<file path="src/rtl/qac_pkg.sv">
package qac_pkg;

    // Configuration byte layout
    localparam int CFG_SEL_HI = 7;
    localparam int CFG_SEL_LO = 4;
    localparam int CFG_REF_BIT = 3;
    localparam int CFG_FILT_BIT = 2;
    localparam int CFG_TRIAL_BIT = 1;
    localparam int CFG_SAMPLE_BIT = 0;
    localparam logic [7:0] CFG_RESET = 8'hF0;

    // Channel masks
    localparam logic [3:0] SEL_ALL = 4'hF;
    localparam logic [3:0] SEL_NO_IN3 = 4'h7;
    localparam logic [3:0] SEL_NONE = 4'h0;
    localparam logic [1:0] CHAN_TOP = 2'h3;

    // Result word
    localparam int WORD_W = 16;
    localparam int DATA_W = 12;
    localparam logic [DATA_W-1:0] DATA_ONES = 12'hFFF;
    localparam logic [1:0] LEAD_ZEROS = 2'h0;
    localparam logic [WORD_W-1:0] WORD_ZERO = 16'h0000;
    localparam int FIFO_DEPTH = 16;

    // Serial framing
    localparam logic [3:0] BITS_PER_BYTE = 4'h8;
    localparam logic [3:0] FIRST_BIT = 4'h1;
    localparam logic [3:0] BIT_ZERO = 4'h0;
    localparam logic PIN_LOW = 1'b0;
    localparam logic LINE_IDLE = 1'b1;

    // Timing
    localparam int CLK_PERIOD_NS = 20;
    localparam int FILT_NS = 50;
    localparam int FILT_CYC = (FILT_NS + CLK_PERIOD_NS - 1) / CLK_PERIOD_NS;
    localparam int QUIET_NS = 100;
    localparam int QUIET_CYC =
        (QUIET_NS + CLK_PERIOD_NS - 1) / CLK_PERIOD_NS;
    localparam logic [2:0] FILT_LAST = 3'(FILT_CYC - 1);
    localparam logic [2:0] QUIET_LOAD = 3'(QUIET_CYC);
    localparam logic [2:0] CNT_ZERO = 3'h0;

    typedef enum logic [2:0] {
        QAC_IDLE,
        QAC_ADDR,
        QAC_ADDR_ACK,
        QAC_WR_DATA,
        QAC_WR_ACK,
        QAC_RD_LOAD,
        QAC_RD_DATA,
        QAC_RD_ACK
    } qac_state_e;

endpackage

</file>
<file path="src/rtl/qac_fifo.sv">
`timescale 1ns/1ps
module qac_fifo #(
    parameter int WIDTH = 16,
    parameter int DEPTH = 16
) (
    // Clock and reset
    input wire logic clk,
    input wire logic rst,
    // Fill side
    input wire logic in_valid,
    output logic in_ready,
    input wire logic [WIDTH-1:0] in_data,
    // Drain side
    output logic out_valid,
    input wire logic out_ready,
    output logic [WIDTH-1:0] out_data
);
    localparam int AW = $clog2(DEPTH);
    localparam logic [AW:0] FULL_CNT = (AW+1)'(DEPTH);
    localparam logic [AW:0] ONE_CNT = (AW+1)'(1);
    localparam logic [AW-1:0] ONE_PTR = AW'(1);

    logic [WIDTH-1:0] mem_q [DEPTH];
    logic [AW-1:0] wr_ptr_q;
    logic [AW-1:0] rd_ptr_q;
    logic [AW-1:0] rd_next;
    logic [AW:0] cnt_q;
    logic push;
    logic pop;

    assign in_ready = cnt_q != FULL_CNT;
    assign out_valid = cnt_q != '0;
    assign push = in_valid && in_ready;
    assign pop = out_valid && out_ready;
    assign rd_next = pop ? rd_ptr_q + ONE_PTR : rd_ptr_q;

    // Storage
    always_ff @(posedge clk) begin
        if (push) begin
            mem_q[wr_ptr_q] <= in_data;
        end
    end

    // Registered head word, with bypass of a same-slot write
    always_ff @(posedge clk) begin
        if (push && wr_ptr_q == rd_next) begin
            out_data <= in_data;
        end else begin
            out_data <= mem_q[rd_next];
        end
    end

    // Pointers and fill count
    always_ff @(posedge clk) begin
        if (rst) begin
            wr_ptr_q <= '0;
            rd_ptr_q <= '0;
            cnt_q <= '0;
        end else begin
            rd_ptr_q <= rd_next;
            if (push) begin
                wr_ptr_q <= wr_ptr_q + ONE_PTR;
            end
            if (push && !pop) begin
                cnt_q <= cnt_q + ONE_CNT;
            end else if (pop && !push) begin
                cnt_q <= cnt_q - ONE_CNT;
            end
        end
    end

endmodule // qac_fifo

</file>
<file path="src/rtl/qac_ctrl.sv">
`timescale 1ns/1ps
module qac_ctrl
    import qac_pkg::*;
#(
    parameter logic [6:0] dev_addr = 7'h29,
    parameter int res_bits = 12
) (
    // Clock and reset
    input wire logic clk,
    input wire logic rst,
    // Serial clock line, open drain
    input wire logic scl_i,
    output logic scl_o,
    output logic scl_oe,
    // Serial data line, open drain
    input wire logic sda_i,
    output logic sda_o,
    output logic sda_oe,
    // Converter core
    output logic conv_start,
    output logic [1:0] conv_chan,
    output logic input_three_or_ext_reference,
    output logic sample_hold,
    output logic bit_trial_hold,
    input wire logic conv_done,
    input wire logic [DATA_W-1:0] conv_data,
    output logic conv_ready
);

    // Next enabled channel above cur, wrapping
    function automatic logic [1:0] next_sel(input logic [3:0] mask,
                                            input logic [1:0] cur);
        logic [1:0] idx;
        logic [1:0] nxt;
        logic found;
        idx = cur;
        nxt = cur;
        found = 1'b0;
        for (int k = 0; k < 4; k++) begin
            idx = idx + 2'h1;
            if (mask[idx] && !found) begin
                nxt = idx;
                found = 1'b1;
            end
        end
        return nxt;
    endfunction

    // Zero the bits below the build resolution
    function automatic logic [DATA_W-1:0] trim_result(
            input logic [DATA_W-1:0] d);
        logic [DATA_W-1:0] m;
        m = DATA_ONES << (DATA_W - res_bits);
        return d & m;
    endfunction

    logic [7:0] cfg_q;
    logic [2:0] sync_q [2];
    logic [2:0] filt_cnt_q [2];
    logic [1:0] line_q;
    logic [1:0] prev_q;
    logic [1:0] pins;
    logic [2:0] quiet_q;
    logic scl_f;
    logic sda_f;
    logic scl_rise;
    logic scl_fall;
    logic start_seen;
    logic stop_seen;
    logic bus_busy;
    logic filt_bypass;

    qac_state_e state_q;
    logic [3:0] bit_cnt_q;
    logic [7:0] shift_q;
    logic [7:0] tx_q;
    logic [WORD_W-1:0] word_q;
    logic rw_q;
    logic first_wr_q;
    logic byte_hi_q;
    logic acked_q;
    logic sda_oe_q;
    logic scl_oe_q;

    logic [3:0] sel_eff;
    logic req_first;
    logic req_next;
    logic conv_pend_q;
    logic conv_start_q;
    logic [1:0] chan_q;
    logic fifo_in_ready;
    logic fifo_out_valid;
    logic fifo_pop;
    logic [WORD_W-1:0] fifo_out_data;
    logic [WORD_W-1:0] push_word;

    assign pins = {sda_i, scl_i};
    assign scl_f = line_q[0];
    assign sda_f = line_q[1];
    assign filt_bypass = cfg_q[CFG_FILT_BIT];
    assign scl_rise = scl_f && !prev_q[0];
    assign scl_fall = !scl_f && prev_q[0];
    assign start_seen = scl_f && prev_q[0] && !sda_f && prev_q[1];
    assign stop_seen = scl_f && prev_q[0] && sda_f && !prev_q[1];

    // Line sampling, three stages, with optional glitch filter
    always_ff @(posedge clk) begin
        if (rst) begin
            for (int i = 0; i < 2; i++) begin
                sync_q[i] <= {3{LINE_IDLE}};
                filt_cnt_q[i] <= CNT_ZERO;
            end
            line_q <= {2{LINE_IDLE}};
            prev_q <= {2{LINE_IDLE}};
        end else begin
            prev_q <= line_q;
            for (int i = 0; i < 2; i++) begin
                sync_q[i] <= {sync_q[i][1:0], pins[i]};
                if (sync_q[i][1] != sync_q[i][2] ||
                    sync_q[i][2] == line_q[i]) begin
                    filt_cnt_q[i] <= CNT_ZERO;
                end else if (filt_bypass ||
                             filt_cnt_q[i] == FILT_LAST) begin
                    line_q[i] <= sync_q[i][2];
                    filt_cnt_q[i] <= CNT_ZERO;
                end else begin
                    filt_cnt_q[i] <= filt_cnt_q[i] + 3'h1;
                end
            end
        end
    end

    // Bus activity window for the hold-offs
    always_ff @(posedge clk) begin
        if (rst) begin
            quiet_q <= CNT_ZERO;
        end else if (line_q != prev_q) begin
            quiet_q <= QUIET_LOAD;
        end else if (quiet_q != CNT_ZERO) begin
            quiet_q <= quiet_q - 3'h1;
        end
    end

    assign bus_busy = quiet_q != CNT_ZERO;
    assign sample_hold = bus_busy && !cfg_q[CFG_SAMPLE_BIT];
    assign bit_trial_hold = bus_busy && !cfg_q[CFG_TRIAL_BIT];
    assign input_three_or_ext_reference = cfg_q[CFG_REF_BIT];

    // Serial slave sequencing
    always_ff @(posedge clk) begin
        if (rst) begin
            state_q <= QAC_IDLE;
            bit_cnt_q <= BIT_ZERO;
            shift_q <= '0;
            tx_q <= '0;
            word_q <= WORD_ZERO;
            rw_q <= 1'b0;
            first_wr_q <= 1'b0;
            byte_hi_q <= 1'b1;
            acked_q <= 1'b0;
            sda_oe_q <= 1'b0;
            scl_oe_q <= 1'b0;
            cfg_q <= CFG_RESET;
        end else if (start_seen) begin
            state_q <= QAC_ADDR;
            bit_cnt_q <= BIT_ZERO;
            sda_oe_q <= 1'b0;
            scl_oe_q <= 1'b0;
        end else if (stop_seen) begin
            state_q <= QAC_IDLE;
            sda_oe_q <= 1'b0;
            scl_oe_q <= 1'b0;
        end else begin
            case (state_q)
                QAC_IDLE: begin
                    sda_oe_q <= 1'b0;
                end
                QAC_ADDR: begin
                    if (scl_rise) begin
                        shift_q <= {shift_q[6:0], sda_f};
                        bit_cnt_q <= bit_cnt_q + 4'h1;
                    end else if (scl_fall && bit_cnt_q == BITS_PER_BYTE) begin
                        if (shift_q[7:1] == dev_addr) begin
                            sda_oe_q <= 1'b1;
                            rw_q <= shift_q[0];
                            state_q <= QAC_ADDR_ACK;
                        end else begin
                            state_q <= QAC_IDLE;
                        end
                    end
                end
                QAC_ADDR_ACK: begin
                    if (scl_fall) begin
                        sda_oe_q <= 1'b0;
                        bit_cnt_q <= BIT_ZERO;
                        first_wr_q <= 1'b1;
                        byte_hi_q <= 1'b1;
                        state_q <= rw_q ? QAC_RD_LOAD : QAC_WR_DATA;
                    end
                end
                QAC_WR_DATA: begin
                    if (scl_rise) begin
                        shift_q <= {shift_q[6:0], sda_f};
                        bit_cnt_q <= bit_cnt_q + 4'h1;
                    end else if (scl_fall && bit_cnt_q == BITS_PER_BYTE) begin
                        if (first_wr_q) begin
                            cfg_q <= shift_q;
                            sda_oe_q <= 1'b1;
                        end
                        first_wr_q <= 1'b0;
                        state_q <= QAC_WR_ACK;
                    end
                end
                QAC_WR_ACK: begin
                    if (scl_fall) begin
                        sda_oe_q <= 1'b0;
                        bit_cnt_q <= BIT_ZERO;
                        state_q <= QAC_WR_DATA;
                    end
                end
                QAC_RD_LOAD: begin
                    if (fifo_out_valid || !conv_pend_q) begin
                        word_q <= fifo_out_valid ? fifo_out_data : WORD_ZERO;
                        tx_q <= fifo_out_valid ? fifo_out_data[15:8]
                                               : WORD_ZERO[15:8];
                        sda_oe_q <= fifo_out_valid ? !fifo_out_data[15]
                                                   : 1'b1;
                        bit_cnt_q <= FIRST_BIT;
                        scl_oe_q <= 1'b0;
                        state_q <= QAC_RD_DATA;
                    end else begin
                        scl_oe_q <= 1'b1;
                    end
                end
                QAC_RD_DATA: begin
                    if (scl_fall) begin
                        if (bit_cnt_q == BITS_PER_BYTE) begin
                            sda_oe_q <= 1'b0;
                            state_q <= QAC_RD_ACK;
                        end else begin
                            tx_q <= {tx_q[6:0], PIN_LOW};
                            sda_oe_q <= !tx_q[6];
                            bit_cnt_q <= bit_cnt_q + 4'h1;
                        end
                    end
                end
                QAC_RD_ACK: begin
                    if (scl_rise) begin
                        acked_q <= !sda_f;
                    end else if (scl_fall) begin
                        if (!acked_q) begin
                            state_q <= QAC_IDLE;
                        end else if (byte_hi_q) begin
                            byte_hi_q <= 1'b0;
                            tx_q <= word_q[7:0];
                            sda_oe_q <= !word_q[7];
                            bit_cnt_q <= FIRST_BIT;
                            state_q <= QAC_RD_DATA;
                        end else begin
                            byte_hi_q <= 1'b1;
                            state_q <= QAC_RD_LOAD;
                        end
                    end
                end
                default: begin
                    state_q <= QAC_IDLE;
                end
            endcase
        end
    end

    assign sda_oe = sda_oe_q;
    assign sda_o = PIN_LOW;
    assign scl_oe = scl_oe_q;
    assign scl_o = PIN_LOW;
    assign fifo_pop = (state_q == QAC_RD_LOAD) && !start_seen && !stop_seen;

    // Conversion requests
    assign sel_eff = cfg_q[CFG_SEL_HI:CFG_SEL_LO] &
                     (cfg_q[CFG_REF_BIT] ? SEL_NO_IN3 : SEL_ALL);
    assign req_first = (state_q == QAC_ADDR_ACK) && scl_rise && rw_q &&
                       !start_seen && !stop_seen;
    assign req_next = (state_q == QAC_RD_ACK) && scl_rise && !sda_f &&
                      !byte_hi_q && !start_seen && !stop_seen;

    always_ff @(posedge clk) begin
        if (rst) begin
            conv_start_q <= 1'b0;
            chan_q <= 2'h0;
            conv_pend_q <= 1'b0;
        end else begin
            conv_start_q <= 1'b0;
            if ((req_first || req_next) &&
                sel_eff != SEL_NONE) begin
                conv_start_q <= 1'b1;
                conv_pend_q <= 1'b1;
                chan_q <= req_first ? next_sel(sel_eff, CHAN_TOP)
                                    : next_sel(sel_eff, chan_q);
            end else if (conv_done && fifo_in_ready) begin
                conv_pend_q <= 1'b0;
            end
        end
    end

    assign conv_start = conv_start_q;
    assign conv_chan = chan_q;
    assign conv_ready = fifo_in_ready;
    assign push_word = {LEAD_ZEROS, chan_q,
                        trim_result(conv_data)};

    qac_fifo #(
        .WIDTH(WORD_W),
        .DEPTH(FIFO_DEPTH)
    ) u_fifo (
        .clk(clk),
        .rst(rst),
        .in_valid(conv_done),
        .in_ready(fifo_in_ready),
        .in_data(push_word),
        .out_valid(fifo_out_valid),
        .out_ready(fifo_pop),
        .out_data(fifo_out_data)
    );

endmodule // qac_ctrl

</file>
<file path="config.mk">
export PLATFORM = sky130hd
export DESIGN_NAME = qac_ctrl
export DESIGN_NICKNAME = d
export VERILOG_FILES = /design/src/rtl/qac_pkg.sv /design/src/rtl/qac_fifo.sv /design/src/rtl/qac_ctrl.sv
export SDC_FILE = /design/constraint.sdc
export NUM_CORES = 1
export LEC_CHECK = 0
export BUFFER_PORTS_ARGS = -buffer_cell sky130_fd_sc_hd__buf_2
export CAP_MARGIN = 40
export CELL_PAD_IN_SITES_DETAIL_PLACEMENT = 0
export CELL_PAD_IN_SITES_GLOBAL_PLACEMENT = 1
export CORE_MARGIN = 5
export CORE_UTILIZATION = 36
export CTS_CLUSTER_DIAMETER = 50
export DETAILED_ROUTE_END_ITERATION = 7
export PLACE_DENSITY_LB_ADDON = 0.15
export SLEW_MARGIN = 20
export SYNTH_ARGS = -nofsm -noshare
export SYNTH_HDL_FRONTEND = slang
export SYNTH_SLANG_ARGS = --single-unit
</file>
<file path="constraint.sdc">
create_clock -name clk -period 2.9 [get_ports clk]
set_input_delay 0.58 -clock clk [delete_from_list [all_inputs] [get_ports clk]]
set_output_delay 0.58 -clock clk [all_outputs]
set_load 0.05 [all_outputs]
</file>
# Word level (Yosys, flattened, before mapping)
# Memories as Yosys holds them, arrays and structs flattened. A register that Yosys moved wholly into a read port is not among the register bits.
# Cells that the tools add are included.
# totals
reg_bits	70
ram_bits	236
memories	3
inputBits	17
# memory_table
name	depth	word_bits	read_ports	rd_clocked_by_memory_dff	write_ports	line_no	source
u_fifo.mem_q	16	14	1	1	1	qac_fifo.sv:23	logic [WIDTH-1:0] mem_q [DEPTH];
filt_cnt_q	2	3	2	0	2	qac_ctrl.sv:59	logic [2:0] filt_cnt_q [2];
sync_q	2	3	2	0	2	qac_ctrl.sv:58	logic [2:0] sync_q [2];
# classes
n_mux	143
n_bitwise	14
magnitude_cmp	4
reduce_logical	94
n_eq_ne	47
add_sub_neg	12
# ops
op	count
$mux W1	77
$mux W3	23
$mux W7	8
$mux W4	11
$ne A4 B4 Y1 const B	11
$logic_and A1 B1 Y1	33
$ne A2 B2 Y1 const B	16
$reduce_and A12 Y1	2
$mux W2	11
$logic_not A1 Y1	21
$pmux W3 S7	1
$pmux W7 S3	1
$pmux W4 S5	1
$reduce_and A6 Y1	3
$reduce_bool A5 Y1	3
$reduce_and A13 Y1	1
$add A4 B1 Y4 const B	3
$eq A3 B2 Y1 const B	4
$eq A3 B3 Y1 const B	4
$lt A2 B3 Y1 const B	4
$reduce_and A4 Y1	3
$reduce_and A11 Y1	1
$mux W5	2
$reduce_and A10 Y1	1
32 further kinds	69

# Logic depth before layout (Yosys ltp)
# Gate-level depths: netlist (run 1).
# depth
word_depth	25
mapped_depth	12
depth_no_buf	11

# Modules after synthesis
# From an unflattened synthesis (run 1), not the netlist that was laid out.
# unflattened
hier_cells	915
hier_area_um2	14113.5
# modules_own_cells
mod	cells_each	area_each_um2	seq_area_each_um2	n_inst
qac_fifo	504	10497.6	8027.7	1
qac_ctrl	411	3616.0	1401.3	1

# Worst setup path after synthesis (run 1)
# Ideal clock, no wire load.
# synth_timing
path_type	reg2reg
start	register state_q[1]
end	register u_fifo.cnt_q[4]
setup_time_ns	0.070
stages_incl_launch_ff	13
synth_period_minus_slack_ns	2.593
path_slack_ns	0.307
path_buffers	1
required_time_ns	2.830
t_arrival_ns	2.523
path_cell_list	dfxtp_1 buf_4 nand3b_1 a21oi_1 nand2_1 ha_1 inv_1 ha_1 a21o_1 a21oi_1 xnor2_1 or3_1 a21oi_1
# synth_between
elab_chain_cells	7
# synth_lines
element	line_no	source
start, declared	qac_ctrl.sv:73	qac_state_e state_q;
start signal, assigned	qac_ctrl.sv:198	state_q <= rw_q ? QAC_RD_LOAD : QAC_WR_DATA;
$eq A3 B3 Y1 *	qac_ctrl.sv:276	assign fifo_pop = (state_q == QAC_RD_LOAD) && !start_seen && !stop_seen;
$logic_and A1 B1 Y1 * (2 in a row)	qac_ctrl.sv:276	
$logic_and A1 B1 Y1 *	qac_fifo.sv:34	assign pop = out_valid && out_ready;
$logic_not A1 Y1	qac_fifo.sv:64	if (push && !pop) begin
$logic_and A1 B1 Y1	qac_fifo.sv:64	
$mux W5 or $reduce_bool A2 Y1 (tied branches)	-	
end signal, assigned	qac_fifo.sv:65	cnt_q <= cnt_q + ONE_CNT;
end signal, assigned	qac_fifo.sv:67	cnt_q <= cnt_q - ONE_CNT;
end, declared	qac_fifo.sv:27	logic [AW:0] cnt_q;
# Mark *: on every way between the ends. The rest lies on a longest branch, timed or not.
# A chain may end at the register's enable or synchronous reset.

# Worst setup path after layout (run 1)
# layout_timing
start	register prev_q[0]
end	register u_fifo.cnt_q[4]
# layout_between
elab_chain_cells	10
# layout_lines
element	line_no	source
start, declared	qac_ctrl.sv:61	logic [1:0] prev_q;
start signal, assigned	qac_ctrl.sv:114	prev_q <= {2{LINE_IDLE}};
start signal, assigned	qac_ctrl.sv:116	prev_q <= line_q;
$logic_and A1 B1 Y1 *	qac_ctrl.sv:103, qac_ctrl.sv:104	
$logic_and A1 B1 Y1 (2 in a row)	qac_ctrl.sv:103	assign start_seen = scl_f && prev_q[0] && !sda_f && prev_q[1];
$logic_not A1 Y1	qac_ctrl.sv:276	
$logic_and A1 B1 Y1	qac_ctrl.sv:276	
$logic_and A1 B1 Y1 *	qac_ctrl.sv:276	
$logic_and A1 B1 Y1 *	qac_fifo.sv:34	
$logic_not A1 Y1	qac_fifo.sv:64	
$logic_and A1 B1 Y1	qac_fifo.sv:64	
$mux W5 or $reduce_bool A2 Y1 (tied branches)	-	
# Marks and branches as above.

==> metrics.cfg, run 1 <==
[outcome]
status = finished, final reports clean

[setup_path]
crit-reg2reg-capture = u_fifo.cnt_q[4]
worst-setup-path-type = flop to flop
critical_path_required_ns = 3.36
crit_path_top_delay_cell = sky130_fd_sc_hd__fa_1
critical_path.most_common_cell = sky130_fd_sc_hd__a21oi_1
slowest_cell_delay_on_critical_path_ns = 0.47
cp-end-kind = flop
worstSetupStartpoint = prev_q[0]
worstSetupEndpoint = u_fifo.cnt_q[4]
rr_startpoint = prev_q[0]
start_kind = flop
reg2reg_setup_slack_ns = 0.27
path_max_fanout = 6
cp_data_arrival_time_ns = 3.08
timing.reg2reg.worst_path_depth = 11
timing.critical_path.cells = ha_2 > nand2b_1 > nand2_1 > ha_1 > inv_1 > fa_1 > a21o_1 > a21oi_1 > xnor2_1 > or3_1 > a21oi_1

[power]
p_int_mw = 8.26
power.combinational.fraction_pct = 7.6
power_leakage_nw = 5.34
power.share.switching_pct = 22.9
total_switching_power_mw = 2.45
sequentialPowerShare_pct = 45.8
cellPowerDensity_mw_per_mm2 = 694
share_clk_of_total_power_pct = 46.6
vdd.ir_drop.worst_mv = 0.454

[place]
place.detailed.hpwl_mm = 19.4
port-buffer-count = 25
place_ws_ns = 0.209
place_congestion = 0.731

[drt]
ant_nets = 0
routed-via-count = 7335
dr.first_iter.drc_count = 453
firstDrtPassIters = 5
avgRoutedWirePerCell_um = 20.7
vias_per_cell = 5.09
detail_route.wirelength_mm = 29.8
drt_drc_violations_left = 0

[timing]
final_period_utilization_pct = 90.6
setup_viol = 0
rsz0062_at_grt = no
final_period_minus_worst_setup_slack_ns = 2.63
final.setup.tns_ns = 0
finClkSkew_ns = 0.0192
timing.max_slew.rel_slack_pct = 59.1
worst_pin_slew_ns = 0.608
finalWorstSetupSlack_ns = 0.273
total_count_of_hold_check_failures_in_the_final_report = 0
fmaxAchievable_ghz = 0.381
slew_violations = 0

[floorplanning]
placement_row_count = 69
die_height_um = 200
initial_core_utilization_pct = 36.5
chipWidth_um = 200
floorplan.core_area_sq_mm = 0.0357
design.die.area_sq_mm = 0.0401
design.portCount = 28

[synth]
postSynthAreaPerCell_sq_um = 15.0
edff_count_synth = 230
netlist_area_sq_mm = 0.0130
synth_flop_cell = sky130_fd_sc_hd__edfxtp_1
synthCells = 871
synth.ff_latch_count = 308
ys_types = 72
ys_seq_area_share_pct = 65.0
synthArstFlopShare_pct = 0
count_of_warnings_emitted_by_yosys = 0

[clocking]
clk_latency_ns = 0.54
depth_of_the_cts_h_tree = 2
root_buffer = sky130_fd_sc_hd__clkbuf_16
worst_setup_hold_path_clk_slew_ns = 0.05
cts-hold-fix-buffers = 0
numClockSinks = 308
tritoncts.num_buffers = 39
tritoncts = built
clockBufferDepth = 3

[cells_and_area]
final.fill_count = 3217
layout.cells.most_common_list = 230 x sky130_fd_sc_hd__edfxtp_1, 75 x sky130_fd_sc_hd__dfxtp_1, 59 x sky130_fd_sc_hd__nor2_1
insertedDiodeCount = 0
layout-area-overhead-vs-synth_pct = 18.6
post_route_cells_drive_above_1_share_pct = 23.8
nets = 989
layout_commonest_cell = sky130_fd_sc_hd__edfxtp_1

[global_routing]
initial_antenna_violation_count = 0
via_count_of_the_first_global_routing_pass = 7501
grt_max_degree = 43
global_route.overflow_total = 0
all_layer_gr_usage_pct = 14.8
grt_pass1_wl_mm = 46.1

[min_path]
hold_start = scl_i
holdCritPathClass = primary input to flop
whs_path_depth = 2

[run]
drv_cap = 0

cells in the mapped netlist (9+ instances only):
cell type / instances / area [sq um]
sky130_fd_sc_hd__edfxtp_1: 230 / 6910
sky130_fd_sc_hd__dfxtp_1: 78 / 1560
sky130_fd_sc_hd__nor2_1: 70 / 263
sky130_fd_sc_hd__mux2i_1: 58 / 581
sky130_fd_sc_hd__mux4_2: 51 / 1150
sky130_fd_sc_hd__a21oi_1: 32 / 160
sky130_fd_sc_hd__nand2_1: 28 / 105
sky130_fd_sc_hd__buf_2: 21 / 105
sky130_fd_sc_hd__ha_1: 21 / 263
sky130_fd_sc_hd__inv_1: 20 / 75.1
sky130_fd_sc_hd__nor2b_1: 20 / 125
sky130_fd_sc_hd__nand2b_1: 19 / 119
sky130_fd_sc_hd__nor3_1: 15 / 75.1
sky130_fd_sc_hd__o21ai_0: 15 / 75.1
sky130_fd_sc_hd__clkbuf_1: 14 / 52.6
sky130_fd_sc_hd__a211oi_1: 13 / 97.6
sky130_fd_sc_hd__xnor2_1: 13 / 114
sky130_fd_sc_hd__a31oi_1: 12 / 75.1
sky130_fd_sc_hd__a22o_1: 9 / 78.8
sky130_fd_sc_hd__nand3_1: 9 / 45.0
per-stage QoR:
stage	total power, mW	hold WS, ns	utilization (%)	instance area, sq um	instances
after floorplan	5.53	0.389	-	13100	877
after global placement	5.82	0.405	39.4	14100	1369
after detailed placement	5.83	0.410	39.5	14100	1370
after CTS	10.9	0.205	43.3	15400	1441
after global routing	11.2	0.212	43.3	15400	1441
final	10.7	0.231	43.3	15400	1441
sequential cells by signal, indices dropped and copies added, names as in the netlist, 3 cells and up, named ones only:
name,count
shift_q,8
sync_q,6
u_fifo.wr_ptr_q,4
tx_q,7
u_fifo.mem_q,224
u_fifo.cnt_q,5
quiet_q,3
word_q,8
state_q,3
bit_cnt_q,4
cfg_q,8
filt_cnt_q,6
u_fifo.rd_ptr_q,4
power groups by stage:
stage / registers (mW) / logic, mW / clock network, mW
finish: 4.91 / 0.812 / 4.99
global route: 4.92 / 0.903 / 5.34
CTS: 4.91 / 0.829 / 5.13
detailed placement: 5.00 / 0.825 / 0
global placement: 5.00 / 0.824 / 0
floorplan: 5.00 / 0.531 / 0
logic make-up after synthesis:
logic type	Yosys count	share of synthesized area (%)
buffers and inverters	69	2.59
DFF	308	65.0
xor gates and xnor gates	16	1.08
adders and majority gates	22	2.17
and+or+nand+nor	213	8.78
AOI/OAI and AO/OA	129	6.79
muxes	112	13.5
other	2	0.0576
worst min path at each step:
stage / to / slack, ns
floorplan: sync_q[0][1] / 0.39
global placement: sync_q[0][4] / 0.41
detailed placement: sync_q[0][4] / 0.41
CTS: sync_q[0][3] / 0.20
global route: sync_q[0][3] / 0.21
finish: sync_q[0][0] / 0.23
layout make-up:
cell class	instances	area, sq um	area share [%]
multi-input cells	500	4300	27.8
inverters	21	78.8	0.510
clock inverters	22	283	1.83
well taps	461	577	3.73
repair buffers	80	658	4.26
clock buffers	49	1070	6.96
flip-flops and latches	308	8470	54.9
worst max-delay path, delay by kind of cell (launching register included):
family | cells | cell delay [ns]
buf+inv | 1 | 0.11
simple gates | 3 | 0.58
fa+ha+maj | 3 | 0.92
flops | 1 | 0.36
compound gates | 3 | 0.49
xor+xnor | 1 | 0.09
layer usage:
metal	global-route usage [%]	part of all wire, %
met1	20.2	45
met5	0	0
met4	3.69	1.9
met2	24.9	49
met3	2.64	3.7
repair_timing:
item                                    4_1_cts  5_1_grt
resized for setup                             0        2
endpoints found under the hold margin         0        0
buffers inserted                              0        0
endpoints found under the setup margin        0        1
(Power assumes the default switching activity.)
==> run 2: changes to the inputs <==
==> constraint.sdc (replaced) <==
create_clock -name clk -period 2.9 [get_ports clk]
set_input_delay 0.29 -clock clk [delete_from_list [all_inputs] [get_ports clk]]
set_output_delay 0.29 -clock clk [all_outputs]
set_load 0.05 [all_outputs]
==> run 2 against run 1 <==
  * Worst setup slack got worse by 0.039 ns
  * Flip-flop and latch count unchanged
  * Sequential power about the same
  * Die area unchanged
  * Routed wire length increased by 1.3%
  * Global-route usage increased by 0.061 points
  * Largest power group is now sequential cells
==> metrics.cfg, run 2 (same netlist as run 1, synthesis figures left out) <==
[cells_and_area]
final-instance-count-excl-fill = 1431
utilization_pct = 42.9
layout-area-overhead-vs-synth_pct = 17.3
post_route_cells_drive_above_1_share_pct = 22.0
final.fill_count = 3252
largest_reg_flops = 224
insertedDiodeCount = 0
largest_register = u_fifo.mem_q
nets = 978
layout.cells.most_common_list = 230 x sky130_fd_sc_hd__edfxtp_1, 75 x sky130_fd_sc_hd__dfxtp_1, 59 x sky130_fd_sc_hd__nor2_1
layout_commonest_cell = sky130_fd_sc_hd__edfxtp_1

[global_routing]
initial_antenna_violation_count = 0
grt_max_degree = 53
all_layer_gr_usage_pct = 14.9
global_route.overflow_total = 0
via_count_of_the_first_global_routing_pass = 7525
grt_pass1_wl_mm = 46.4

[setup_path]
cp.buffers_inverters = 1
worst-setup-path-type = flop to flop
cp-end-kind = flop
path_max_fanout = 6
critical_path.most_common_cell = sky130_fd_sc_hd__a21oi_1
critical_path_required_ns = 3.34
start_kind = flop
path_delay_family = simple AND/OR/NAND/NOR gates
slowest_cell_delay_on_critical_path_ns = 0.47
crit_path_top_delay_cell = sky130_fd_sc_hd__fa_1
cp_data_arrival_time_ns = 3.11
timing.critical_path.cells = nor3_1 > a21oi_1 > nand2_1 > ha_1 > inv_1 > fa_1 > a21o_1 > a21oi_1 > xnor2_1 > or3_1 > a21oi_1

[drt]
firstDrtPassIters = 4
vias_per_cell = 5.11
detail_route.wirelength_mm = 30.2
routed-via-count = 7316
dr.first_iter.drc_count = 434
drt_drc_violations_left = 0
avgRoutedWirePerCell_um = 21.1
ant_nets = 0

[timing]
total_count_of_hold_check_failures_in_the_final_report = 0
final_period_utilization_pct = 91.9
slew_violations = 0
timing.max_slew.rel_slack_pct = 52.0
final.setup.tns_ns = 0
setup_viol = 0
rsz0062_at_grt = no
fmaxAchievable_ghz = 0.375
final_period_minus_worst_setup_slack_ns = 2.67
finClkSkew_ns = 0.0256
worst_pin_slew_ns = 0.713

[place]
place.detailed.hpwl_mm = 19.1
port-buffer-count = 25
numPlacedInstances = 1357
place_congestion = 0.741

[clocking]
clk_latency_ns = 0.53
clockBufferDepth = 3
post_cts_resize_count = 0
root_buffer = sky130_fd_sc_hd__clkbuf_16
numClockSinks = 308
tritoncts.num_buffers = 39
worst_setup_hold_path_clk_slew_ns = 0.06
tritoncts = built
depth_of_the_cts_h_tree = 2

[run]
drv_cap = 0

[min_path]
holdCritPathClass = primary input to flop

[outcome]
status = finished, final reports clean

[floorplanning]
initial_core_utilization_pct = 36.5
floorplan.core_area_sq_mm = 0.0357
placement_row_count = 69
design.die.area_sq_mm = 0.0401
die_height_um = 200
chipWidth_um = 200
design.portCount = 28

[power]
cellPowerDensity_mw_per_mm2 = 687
vdd.ir_drop.worst_mv = 0.432
power_leakage_nw = 5.24

[run 2: cell types whose count changed in the layout (fill, tap and decap cells not counted), moves of 2 or more]
cell                            delta
sky130_fd_sc_hd__dlygate4sd3_1     +2
sky130_fd_sc_hd__buf_8             +5
sky130_fd_sc_hd__inv_6             +2
sky130_fd_sc_hd__clkbuf_1          +4
sky130_fd_sc_hd__clkinv_1          +2
sky130_fd_sc_hd__buf_4            -15
sky130_fd_sc_hd__clkinv_4          -2
sky130_fd_sc_hd__buf_12            -4
sky130_fd_sc_hd__clkbuf_8          -3
[run 2: layout make-up]
| class | count | area, sq um | area share, % |
|---|---|---|---|
| clock inverter | 22 | 245 | 1.60 |
| timing repair buffer | 69 | 572 | 3.74 |
| multi-input combinational | 500 | 4290 | 28.1 |
| inverter | 21 | 78.8 | 0.516 |
| sequential | 308 | 8470 | 55.4 |
| tap | 461 | 577 | 3.77 |
| clock buffer | 50 | 1050 | 6.86 |
[run 2: path summary, 6_finish.rpt]
| check | slack, ns | start | cells after the start | endpoint |
|---|---|---|---|---|
| worst max-delay path | 0.23 | u_fifo.cnt_q[1] | 11 | u_fifo.cnt_q[4] |
| worst min-delay path | 0.13 | conv_data[1] | 1 | u_fifo.mem_q[0][1] |
| worst max register to register | 0.23 | u_fifo.cnt_q[1] | 11 | u_fifo.cnt_q[4] |
| worst min register to register | 0.42 | sync_q[0][0] | 1 | sync_q[0][1] |
[run 2: worst reg2reg max path, delay by kind of cell (launching register included)]
family / cells / cell delay [ns]
and+or+nand+nor: 3 / 0.73
AOI/OAI and AO/OA: 4 / 0.60
xor gates and xnor gates: 1 / 0.09
adders and majority gates: 2 / 0.69
buffers and inverters: 1 / 0.12
DFF: 1 / 0.36
[run 2: metal layers]
layer / vias up / track usage [%] / wire length [um]
li1: 3490 / - / -
met1: 3691 / 20.3 / 14000
met2: 94 / 24.8 / 14600
met3: 41 / 2.70 / 981
met4: 0 / 3.88 / 564
met5: - / 0 / 0
[run 2: where the power goes]
part / internal, mW / leakage, nW / switching [mW]
sequential: 4.85 / 2.75 / 0.0568
clock: 2.94 / 0.626 / 1.85
combinational: 0.298 / 1.86 / 0.508
[run 2: per-stage QoR]
step	instance area, sq um	worst slack (ns)	hold slack, ns	total power [mW]
floorplan	13100	0.307	0.389	5.53
global placement	13900	0.214	0.402	5.82
detailed placement	14000	0.247	0.395	5.83
CTS	15300	0.216	0.0934	10.7
global route	15300	0.00102	0.116	11.0
finish	15300	0.234	0.127	10.5
[run 2: what timing repair did]
item                      CTS  global route
hold endpoints to repair    2             0
hold buffers                2             0
buffers inserted            0             0
